### config.mk
export PLATFORM = sky130hd
export DESIGN_NAME = pll_status_readback
export DESIGN_NICKNAME = d
export VERILOG_FILES = /design/src/rtl/pll_stat_pkg.sv /design/src/rtl/mon_sync.sv /design/src/rtl/evt_irq.sv /design/src/rtl/pll_status_readback.sv
export SDC_FILE = /design/constraint.sdc
export NUM_CORES = 1
export LEC_CHECK = 0
export BUFFER_PORTS_ARGS = -buffer_cell sky130_fd_sc_hd__buf_2
export CORE_MARGIN = 10
export CORE_UTILIZATION = 35
export CTS_BUF_LIST = sky130_fd_sc_hd__clkbuf_8
export DETAILED_ROUTE_END_ITERATION = 6
export REMOVE_ABC_BUFFERS = 1
export SLEW_MARGIN = 20
export SYNTH_ARGS = -nofsm -noshare
export SYNTH_HDL_FRONTEND = slang
export SYNTH_HIERARCHICAL = 1
export SYNTH_SLANG_ARGS = --single-unit
### constraint.sdc
create_clock -name clk_i -period 2.3 [get_ports clk_i]
set_input_delay 0.23 -clock clk_i [delete_from_list [all_inputs] [get_ports clk_i]]
set_output_delay 0.23 -clock clk_i [all_outputs]
set_load 0.01 [all_outputs]
### src/rtl/pll_stat_pkg.sv
// pll status readback: shared constants, field layout and carrier types
// assumes a 32-bit classic wishbone slave and byte addresses of 8 bits
package pll_stat_pkg;

  // ==========================================================
  // register indices, byte address is four times the index
  // ==========================================================
  localparam logic [5:0] IDX_CFG  = 6'h1a; // threshold configuration
  localparam logic [5:0] IDX_STAT = 6'h1f; // pll_monitor_status
  localparam logic [5:0] IDX_EVT  = 6'h30; // sticky change events
  localparam logic [5:0] IDX_MASK = 6'h31; // interrupt mask

  // ==========================================================
  // field positions of pll_monitor_status
  // ==========================================================
  localparam int BIT_LOCK     = 0; // digital lock detect
  localparam int BIT_PRI_ABV  = 1; // primary_reference above threshold
  localparam int BIT_SEC_ABV  = 2; // secondary_reference above threshold
  localparam int BIT_VCO_ABV  = 3; // vco above threshold
  localparam int BIT_SEC_SEL  = 4; // secondary_reference drives the pll
  localparam int BIT_HOLD     = 5; // holdover state active
  localparam int BIT_CAL_DONE = 6; // vco calibration finished
  localparam int BIT_THR_SEL  = 6; // threshold select in config register

  localparam int MON_W = 7; // monitored conditions

  // ==========================================================
  // reset values
  // ==========================================================
  localparam logic [MON_W-1:0] RST_MON  = 7'h00;
  localparam logic             RST_THR  = 1'b0;
  localparam logic [MON_W-1:0] RST_MASK = 7'h00;
  localparam logic [MON_W-1:0] RST_EVT  = 7'h00;

  // ==========================================================
  // carrier: one bit per monitored condition, packed at its bit
  // ==========================================================
  typedef struct packed {
    logic cal_done;  // bit 6
    logic holdover;  // bit 5
    logic sec_sel;   // bit 4
    logic vco_abv;   // bit 3
    logic sec_abv;   // bit 2
    logic pri_abv;   // bit 1
    logic lock;      // bit 0
  } mon_t;

endpackage : pll_stat_pkg

### src/rtl/mon_sync.sv
// three-stage synchroniser with agreement filter for monitor levels
// assumes inputs arrive from other clock domains or from pins
`timescale 1ns/1ns
module mon_sync
  import pll_stat_pkg::*;
(
  // clock and reset
  input  wire logic             clk_i,
  input  wire logic             rst_i,
  // asynchronous levels in, filtered levels out
  input  wire logic [MON_W-1:0] raw_i,
  output logic      [MON_W-1:0] q_o
);

  // ==========================================================
  // stages
  // ==========================================================
  logic [MON_W-1:0] s1_ff;  // metastable stage, read by s2 only
  logic [MON_W-1:0] s2_ff;  // second stage
  logic [MON_W-1:0] s3_ff;  // third stage
  logic [MON_W-1:0] q_ff;   // accepted value
  logic [MON_W-1:0] nxt_q;  // next accepted value

  // accept a bit only when stages two and three agree
  always_comb begin
    nxt_q = (s3_ff & ~(s2_ff ^ s3_ff)) | (q_ff & (s2_ff ^ s3_ff));
  end

  // plain registers, no logic between s1 and s2
  always_ff @(posedge clk_i) begin
    if (rst_i) begin
      s1_ff <= RST_MON;
      s2_ff <= RST_MON;
      s3_ff <= RST_MON;
      q_ff  <= RST_MON;
    end else begin
      s1_ff <= raw_i;
      s2_ff <= s1_ff;
      s3_ff <= s2_ff;
      q_ff  <= nxt_q;
    end
  end

  assign q_o = q_ff;

endmodule : mon_sync

### src/rtl/evt_irq.sv
// sticky event bits, write-one-to-clear, mask and level interrupt
// assumes clear and mask strobes are single-cycle from the bus slave
`timescale 1ns/1ns
module evt_irq
  import pll_stat_pkg::*;
(
  // clock and reset
  input  wire logic             clk_i,
  input  wire logic             rst_i,
  // event pulses from the status logic
  input  wire logic [MON_W-1:0] ev_i,
  // software access
  input  wire logic [MON_W-1:0] clr_i,
  input  wire logic             mask_we_i,
  input  wire logic [MON_W-1:0] mask_d_i,
  // state out
  output logic      [MON_W-1:0] pend_o,
  output logic      [MON_W-1:0] mask_o,
  output logic                  irq_o
);

  // ==========================================================
  // state
  // ==========================================================
  logic [MON_W-1:0] pend_ff;   // sticky events
  logic [MON_W-1:0] mask_ff;   // 1 lets the event through
  logic             irq_ff;    // registered interrupt level
  logic [MON_W-1:0] nxt_pend;
  logic [MON_W-1:0] nxt_mask;
  logic             nxt_irq;

  // set wins over clear so a coincident event is never lost
  always_comb begin
    nxt_pend = (pend_ff & ~clr_i) | ev_i;
    nxt_mask = mask_we_i ? mask_d_i : mask_ff;
    nxt_irq  = |(pend_ff & mask_ff);
  end

  // registers only
  always_ff @(posedge clk_i) begin
    if (rst_i) begin
      pend_ff <= RST_EVT;
      mask_ff <= RST_MASK;
      irq_ff  <= 1'b0;
    end else begin
      pend_ff <= nxt_pend;
      mask_ff <= nxt_mask;
      irq_ff  <= nxt_irq;
    end
  end

  assign pend_o = pend_ff;
  assign mask_o = mask_ff;
  assign irq_o  = irq_ff;

endmodule : evt_irq

### src/rtl/pll_status_readback.sv
// pll status readback: wishbone slave exposing live pll monitor state
// assumes monitor levels arrive asynchronously from the analogue side,
// and a classic wishbone master with one outstanding request
`timescale 1ns/1ns

// Notes on behaviour
// - bit 5 shows holdover state, read only
// - holdover bit ignores holdover enable setting
// - bit 4 high when secondary_reference selected
// - bit 3 high when vco above threshold
// - bit 2 secondary_reference above selected threshold
// - bit 1 primary_reference above selected threshold
// - bit 0 shows digital lock detect
// - bit 6 shows vco calibration finished
module pll_status_readback
  import pll_stat_pkg::*;
(
  // clock and reset
  input  wire logic        clk_i,
  input  wire logic        rst_i,
  // wishbone classic slave
  input  wire logic        cyc_i,
  input  wire logic        stb_i,
  input  wire logic        we_i,
  input  wire logic [7:0]  adr_i,
  input  wire logic [3:0]  sel_i,
  input  wire logic [31:0] dat_i,
  output logic      [31:0] dat_o,
  output logic             ack_o,
  // monitor conditions, asynchronous levels
  input  wire logic        holdover_active_i,
  input  wire logic        secondary_reference_sel_i,
  input  wire logic        vco_above_i,
  input  wire logic        secondary_reference_above_i,
  input  wire logic        primary_reference_above_i,
  input  wire logic        lock_detect_i,
  input  wire logic        cal_done_i,
  // to the frequency monitors and the cpu
  output logic             thr_sel_o,
  output logic             irq_o
);

  // ==========================================================
  // helpers
  // ==========================================================
  // word index of a byte address
  function automatic logic [5:0] word_idx(input logic [7:0] adr);
    word_idx = adr[7:2];
  endfunction : word_idx

  // ==========================================================
  // monitor synchronisation
  // ==========================================================
  mon_t             raw;      // gathered asynchronous inputs
  logic [MON_W-1:0] mon_q;    // filtered, in clk_i domain
  mon_t             mon;      // filtered, as struct

  // holdover bit takes the state itself, never the enable
  always_comb begin
    raw.cal_done = cal_done_i;
    raw.holdover = holdover_active_i;
    raw.sec_sel  = secondary_reference_sel_i;
    raw.vco_abv  = vco_above_i;
    raw.sec_abv  = secondary_reference_above_i;
    raw.pri_abv  = primary_reference_above_i;
    raw.lock     = lock_detect_i;
  end

  mon_sync u_sync (
    .clk_i (clk_i),
    .rst_i (rst_i),
    .raw_i (raw),
    .q_o   (mon_q)
  );

  assign mon = mon_t'(mon_q);

  // ==========================================================
  // bus handshake
  // ==========================================================
  logic        ack_ff;    // answer, one cycle wide
  logic [31:0] dat_ff;    // read data, valid with ack
  logic        nxt_ack;
  logic [31:0] nxt_dat;
  logic        req;       // request present and not yet answered
  logic        wr_now;    // write takes effect at this edge
  logic [5:0]  idx;       // decoded word index
  logic [7:0]  rd_byte;   // selected register contents

  // answer one cycle after the request, then drop for a cycle;
  // the write lands on the edge where the master samples ack
  always_comb begin
    idx     = word_idx(adr_i);
    req     = cyc_i & stb_i & ~ack_ff;
    wr_now  = cyc_i & stb_i & ack_ff & we_i & sel_i[0];
    nxt_ack = req;
    nxt_dat = 32'h0000_0000;
    if (req && !we_i) begin
      nxt_dat = {24'h00_0000, rd_byte};
    end
  end

  always_ff @(posedge clk_i) begin
    if (rst_i) begin
      ack_ff <= 1'b0;
      dat_ff <= 32'h0000_0000;
    end else begin
      ack_ff <= nxt_ack;
      dat_ff <= nxt_dat;
    end
  end

  assign ack_o = ack_ff;
  assign dat_o = dat_ff;

  // ==========================================================
  // configuration register: threshold select
  // ==========================================================
  logic thr_ff;   // selects the reference frequency threshold
  logic nxt_thr;

  // only byte lane 0 carries register data
  always_comb begin
    nxt_thr = thr_ff;
    if (wr_now && idx == IDX_CFG) begin
      nxt_thr = dat_i[BIT_THR_SEL];
    end
  end

  always_ff @(posedge clk_i) begin
    if (rst_i) begin
      thr_ff <= RST_THR;
    end else begin
      thr_ff <= nxt_thr;
    end
  end

  assign thr_sel_o = thr_ff;

  // ==========================================================
  // change events and interrupt
  // ==========================================================
  logic [MON_W-1:0] prev_ff;   // status as seen last cycle
  logic [MON_W-1:0] ev;        // any status bit changed
  logic [MON_W-1:0] evt_clr;   // write-one-to-clear strobe
  logic             mask_we;   // mask write strobe
  logic [MON_W-1:0] pend;      // sticky events
  logic [MON_W-1:0] mask;      // interrupt mask

  // each edge of a status bit is an event, both directions
  always_comb begin
    ev      = mon_q ^ prev_ff;
    evt_clr = (wr_now && idx == IDX_EVT) ? dat_i[MON_W-1:0] : RST_EVT;
    mask_we = wr_now && idx == IDX_MASK;
  end

  always_ff @(posedge clk_i) begin
    if (rst_i) begin
      prev_ff <= RST_MON;
    end else begin
      prev_ff <= mon_q;
    end
  end

  evt_irq u_evt (
    .clk_i     (clk_i),
    .rst_i     (rst_i),
    .ev_i      (ev),
    .clr_i     (evt_clr),
    .mask_we_i (mask_we),
    .mask_d_i  (dat_i[MON_W-1:0]),
    .pend_o    (pend),
    .mask_o    (mask),
    .irq_o     (irq_o)
  );

  // ==========================================================
  // read mux
  // ==========================================================
  // status has no write path at all, so writes leave it alone
  always_comb begin
    unique case (idx)
      IDX_STAT: rd_byte = {1'b0, mon_q};
      IDX_CFG:  rd_byte = {1'b0, thr_ff, 6'h00};
      IDX_EVT:  rd_byte = {1'b0, pend};
      IDX_MASK: rd_byte = {1'b0, mask};
      default:  rd_byte = 8'h00;   // unmapped reads as zero
    endcase
  end
endmodule : pll_status_readback

==> summary.txt, run 1 <==
Status
  – Outcome: finished clean

Timing
  – Final setup fails: 0
  – Hold Vio Cnt, Final: 0
  – Fmax: 646 MHz
  – Worst-margin pin slew: 0.670 ns
  – Hold_ws: 0.109 ns
  – Minimum clock period: 1.55 ns
  – RSZ-0062 raised after global routing: no
  – Setup TNS: 0 ns
  – Clk_skew: 0.0127 ns
  – Final clock period utilization by the worst path: 0.673
  – Slew HR: 0.554
  – Final Slew Violations: 0

Worst setup path
  – Largest delay contributor family on the critical path: simple AND/OR/NAND/NOR gates
  – Crit path top cell by count: nor2_1
  – Crit path launch type: flip-flop
  – CP Buf/Inv Count: 1
  – FF-to-FF path depth: 6
  – CP Data Required Time: 2.48 ns
  – Largest stage delay, worst path: 0.34 ns
  – R2r endpoint: u_evt/mask_o[5]
  – CP Max Fanout: 8
  – Reg-to-reg startpoint: ack_o
  – Worst Setup End Kind: flip-flop
  – Setup CP Type: reg -> reg
  – Slowest-stage cell, CP: dfxtp_1
  – Critical-path cell list: and4_1, nand4_4, nor2_1, buf_4, mux2i_1, nor2_1
  – Register-to-register setup slack: 0.75 ns
  – Arrival time worst endpoint: 1.73 ns

Yosys
  – Post-synthesis xor/xnor area fraction: 0.0276
  – Post-synthesis mux area share: 0.0625
  – Main synth FF type: dfxtp_1
  – Synth unique cells: 37
  – Post-Synth Simple-Gate Area: 0.230
  – Synthesized instance count: 244
  – Main combinational cell family by area after synthesis: simple AND/OR/NAND/NOR gates
  – Mean Syn Cell Area: 10.4 um2
  – Yosys reg bits: 59
  – Synthesis Warnings: 6
  – Register area share after synthesis: 0.465
  – Mapped cell area: 2540 um2
  – Share of flip-flops with an asynchronous set or reset: 0
  – Post-synth EDFFs: 0
  – Compound-Gate Fraction of Synth Area: 0.0901
  – Post-synthesis adder-cell area fraction: 0

Global route
  – Grt total ovfl: 0
  – Vias in the first global route: 1702
  – Initial antenna violation count: 1
  – First-pass GRT wire length: 8120 um
  – Largest net degree at the start of global routing: 53
  – GRT Total Usage: 0.0902

Job
  – Max-cap violations: 0

Placement
  – GP Congestion: 0.766
  – Post-DP HPWL: 3510 um
  – Placed Cells: 372
  – Port bufs: 35

Layout
  – Area growth from synthesis to layout: 12.9%
  – Filler cell count: 761
  – Multi-input logic area: 1140 um2
  – Nets: 340
  – Area taken by flip-flops and latches: 1180 um2
  – Cell Count, Final, Fillers Out: 388
  – Layout cells sized above 1: 0.295

CTS
  – Root Buffer: clkbuf_8
  – CTS sink cnt: 59
  – TritonCTS Buffers: 9
  – Skew-Pair Late Insertion Delay: 0.33 ns
  – Hold buffer count at CTS: 0
  – Post-CTS setup buffer count: 0
  – CTS H-tree depth: 3
  – Post_cts resized: 0
  – CTS tree: built
  – Clock buffer depth: 2
  – Clk slew on worst S/H paths: 0.06 ns

Routing
  – Antenna-violating nets left: 0
  – 1st-iter DRT viols: 87
  – Routed length per instance: 12.7 um
  – DR DRC count: 0
  – Total Wirelength: 4910 um
  – Via count: 1684
  – Via density: 4.34
  – Drt pass-1 iters: 4

Floorplan
  – Die Footprint: 11100 um2
  – Die X: 105 um
  – Initial Util: 0.356
  – Row Count: 31
  – Placeable core area: 7140 um2
  – Die Y: 105 um
  – I/O pin count: 91

Pwr
  – Peak VDD IR: 200 uV
  – P_leak: 0.00118 uW
  – Pwr per Cell Area: 696 nW/um2

Min path
  – Min-delay worst type: in -> reg
  – Endpoint, Worst Hold: u_sync/s1_ff[3]
  – Hold_sp: vco_above_i
  – Hold Path Depth: 2
[cell type report]
type | instances | area share
flip-flops and latches | 59 | 0.412
multi-input cells | 165 | 0.396
repair buffers | 40 | 0.0741
clock buffers | 12 | 0.0576
well taps | 99 | 0.0432
inverters | 9 | 0.0118
clock inverters | 3 | 0.00480
diodes | 1 | 0.000872
[worst max path at each step]
stage,start,cells after the start,slack (ns),to
after floorplan,adr_i[6],5,0.58,u_evt/mask_o[0]
after global placement,adr_i[6],7,0.73,u_evt/mask_o[1]
after detailed placement,adr_i[4],7,0.71,u_evt/mask_o[5]
after CTS,ack_o,6,0.72,u_evt/mask_o[5]
after global routing,ack_o,6,0.65,u_evt/mask_o[3]
final,ack_o,6,0.75,u_evt/mask_o[5]
[synthesized netlist by cell type (all sizes together) (2+ instances only)]
cell type,instances,share of area
dfxtp,59,0.46
buf,35,0.11
nor2b,19,0.067
nand3,15,0.030
a21oi,14,0.038
and2b,10,0.030
inv,9,0.013
nand2b,9,0.022
nor3b,9,0.031
mux2i,8,0.032
nor2,8,0.012
mux2,7,0.031
nand2,7,0.010
o21ai,7,0.014
xor2,7,0.024
a211oi,6,0.018
a22oi,3,0.011
nand4,2,0.011
[layout by cell type, fill, tap and decap left out, types with 4 or more instances in the layout]
cell type	netlist	layout
dfxtp_1	59	59
buf_2	4	35
conb_1	1	25
nand3_1	15	15
clkbuf_8	0	12
inv_1	9	10
and2b_1	10	10
nand2b_1	9	9
nor2b_2	9	9
nor3b_1	8	8
nor2_1	8	8
mux2i_1	8	8
xor2_1	7	7
mux2_2	7	7
a21oi_1	7	7
nand2_1	7	7
o21ai_0	7	7
a21oi_2	7	7
nor2b_1	6	6
a211oi_1	6	6
buf_4	26	5
nor2b_4	4	4
[stage by stage]
stage               area (um2)  utilization  power, uW  setup WS, ns
floorplan                 2350            -       1130         0.582
global placement          2690        0.377       1190         0.728
detailed placement        2690        0.377       1190         0.707
CTS                       2870        0.402       2030         0.718
global route              2870        0.402       2100         0.653
finish                    2870        0.402       2000         0.753
[per-layer routing]
layer / share of wire / wire [um] / global-route usage
met1: 0.47 / 2300 / 0.105
met2: 0.43 / 2110 / 0.130
met3: 0.090 / 440 / 0.0530
met4: 0.010 / 51 / 0.0402
met5: 0.0014 / 7 / 0
[logic make-up after synthesis]
group	count (synthesis)
buffers and inverters	44
other	1
AO/OA/AOI/OAI	33
flip-flops	59
AND/OR/NAND/NOR	84
XOR/XNOR	8
multiplexers	15
[power by group]
group          switching, uW  internal [uW]
Combinational           74.2           45.7
Clock                    367            465
Sequential              6.26           1040
Total                    448           1550
Power figures use the tool's default switching activity.
==> run 2, diff against run 1 <==
==> constraint.sdc (replaced) <==
create_clock -name clk_i -period 1.35 [get_ports clk_i]
set_input_delay 0.135 -clock clk_i [delete_from_list [all_inputs] [get_ports clk_i]]
set_output_delay 0.135 -clock clk_i [all_outputs]
set_load 0.01 [all_outputs]
==> run 2 against run 1 <==
Against the previous run:
- final cell count up 2.6%
- power up 66%
- clock skew fell by 0.0082 ns
- sequential power rose by 70%
- critical endpoint is now u_evt/pend_o[4]
==> summary.txt, run 2 (same netlist as run 1, synthesis figures left out) <==
Floorplan
  – Initial Util: 0.356 (unchanged)
  – Row Count: 31 (unchanged)
  – Die Footprint: 11100 um2 (unchanged)
  – I/O pin count: 91 (unchanged)
  – Placeable core area: 7140 um2 (unchanged)
  – Die Y: 105 um (unchanged)
  – Die X: 105 um (unchanged)

Layout
  – Nets: 351 (was 340)
  – Multi-input logic area: 1170 um2 (was 1140 um2)
  – Commonest non-fill, non-tap cells in the layout: dfxtp_1 (58), buf_2 (35), conb_1 (25) (was dfxtp_1 (59), buf_2 (35), conb_1 (25))
  – Commonest non-fill, non-tap cell in the layout: dfxtp_1 (unchanged)
  – Layout cells sized above 1: 0.341 (was 0.295)
  – Filler cell count: 730 (was 761)
  – Area taken by flip-flops and latches: 1180 um2 (about the same)
  – Area growth from synthesis to layout: 17.3% (was 12.9%)
  – Layout Utilization: 0.418 (was 0.402)
  – Inserted Diodes: 0 (was 1)

Worst setup path
  – Crit path launch type: flip-flop (unchanged)
  – Worst Setup End Kind: flip-flop (unchanged)
  – Arrival time worst endpoint: 1.51 ns (was 1.73 ns)
  – Setup CP Type: reg -> reg (unchanged)
  – CP Data Required Time: 1.56 ns (was 2.48 ns)
  – CP Max Fanout: 3 (was 8)

Pwr
  – P_leak: 0.00124 uW (was 0.00118 uW)
  – Peak VDD IR: 460 uV (was 200 uV)
  – Pwr per Cell Area: 1110 nW/um2 (was 696 nW/um2)

Timing
  – Final WS setup: 0.0464 ns (was 0.753 ns)
  – Hold Vio Cnt, Final: 0 (unchanged)
  – Final Slew Violations: 0 (unchanged)
  – Setup TNS: 0 ns (unchanged)
  – Fmax: 767 MHz (was 646 MHz)
  – Clk_skew: 0.00449 ns (was 0.0127 ns)
  – Final clock period utilization by the worst path: 0.966 (was 0.673)
  – RSZ-0062 raised after global routing: yes (was no)
  – Minimum clock period: 1.30 ns (was 1.55 ns)
  – Final setup fails: 0 (unchanged)

Routing
  – 1st-iter DRT viols: 76 (was 87)
  – DR DRC count: 0 (unchanged)
  – Routed length per instance: 12.4 um (was 12.7 um)
  – Via count: 1736 (was 1684)
  – Drt pass-1 iters: 4 (unchanged)
  – Antenna-violating nets left: 0 (unchanged)
  – Via density: 4.36 (was 4.34)
  – Total Wirelength: 4930 um (was 4910 um)

Placement
  – GP Congestion: 0.790 (was 0.766)
  – Port bufs: 35 (unchanged)
  – Pre-CTS setup slack: -0.0656 ns (was 0.707 ns)
  – Post-DP HPWL: 3630 um (was 3510 um)

Job
  – Max-cap violations: 0 (unchanged)

CTS
  – Clk slew on worst S/H paths: 0.06 ns (about the same)
  – CTS H-tree depth: 3 (unchanged)
  – Clock buffer depth: 2 (unchanged)
  – Skew-Pair Late Insertion Delay: 0.33 ns (about the same)
  – TritonCTS Buffers: 9 (unchanged)
  – Post-CTS setup buffer count: 0 (unchanged)
  – CTS tree: built (unchanged)
  – Root Buffer: clkbuf_8 (unchanged)
  – CTS sink cnt: 59 (unchanged)

Global route
  – Grt total ovfl: 0 (unchanged)
  – Vias in the first global route: 1687 (was 1702)
  – GRT Total Usage: 0.0908 (was 0.0902)
  – First-pass GRT wire length: 8100 um (was 8120 um)
  – Largest net degree at the start of global routing: 53 (unchanged)
  – Initial antenna violation count: 1 (unchanged)

Min path
  – Min-delay worst type: in -> reg (unchanged)

Status
  – Outcome: finished clean (unchanged)
==> run 2: cell type report <==
cell class | count | share of cell area
clock inverters | 5 | 0.00756
inverters | 9 | 0.0113
well taps | 99 | 0.0416
multi-input cells | 165 | 0.391
flip-flops and latches | 59 | 0.397
clock buffers | 10 | 0.0462
repair buffers | 51 | 0.105
==> run 2: path summary, 6_finish.rpt <==
check,cells after the start,slack (ns),startpoint,end
worst min register to register,1,0.43,u_sync/s1_ff[0],u_sync/s2_ff[0]
worst max register to register,6,0.05,ack_o,u_evt/pend_o[4]
worst max-delay path,6,0.05,ack_o,u_evt/pend_o[4]
worst min-delay path,2,0.01,primary_reference_above_i,u_sync/s1_ff[1]
==> run 2: where the power goes <==
| part | internal, uW | switching, uW | total, uW |
|---|---|---|---|
| clock | 681 | 625 | 1310 |
| sequential | 1770 | 11.1 | 1780 |
| combinational | 95.7 | 132 | 228 |
| total | 2550 | 768 | 3320 |
==> run 2: stage by stage <==
stage	instance area (um2)	hold slack, ns	total power [uW]	cells
finish	2980	0.0101	3320	398
global route	2980	0.000643	3470	398
CTS	2950	0.00100	3360	398
detailed placement	2780	0.347	2040	382
global placement	2780	0.342	2040	382
floorplan	2350	0.197	1920	233
==> run 2: metal layers <==
layer	global-route usage	share of wire	wire length [um]
met5	0	0.0028	14
met4	0.0500	0.018	90
met3	0.0457	0.087	431
met2	0.130	0.44	2160
met1	0.108	0.45	2240
==> run 2: repair_timing <==
item	4_1_cts	5_1_grt
hold buffers	1	0
pin swaps	1	2
setup endpoints to repair	14	13
hold endpoints to repair	1	0
cloned	0	0
gates resized for setup	4	6
==> run 2: worst max-delay path, cell delays in order, from the launching register on <==
cell	delay, ns
dfxtp_2	0.33
and4_4	0.23
nand4_4	0.10
buf_4	0.18
nor3b_2	0.16
nand2b_1	0.12
a21oi_1	0.06
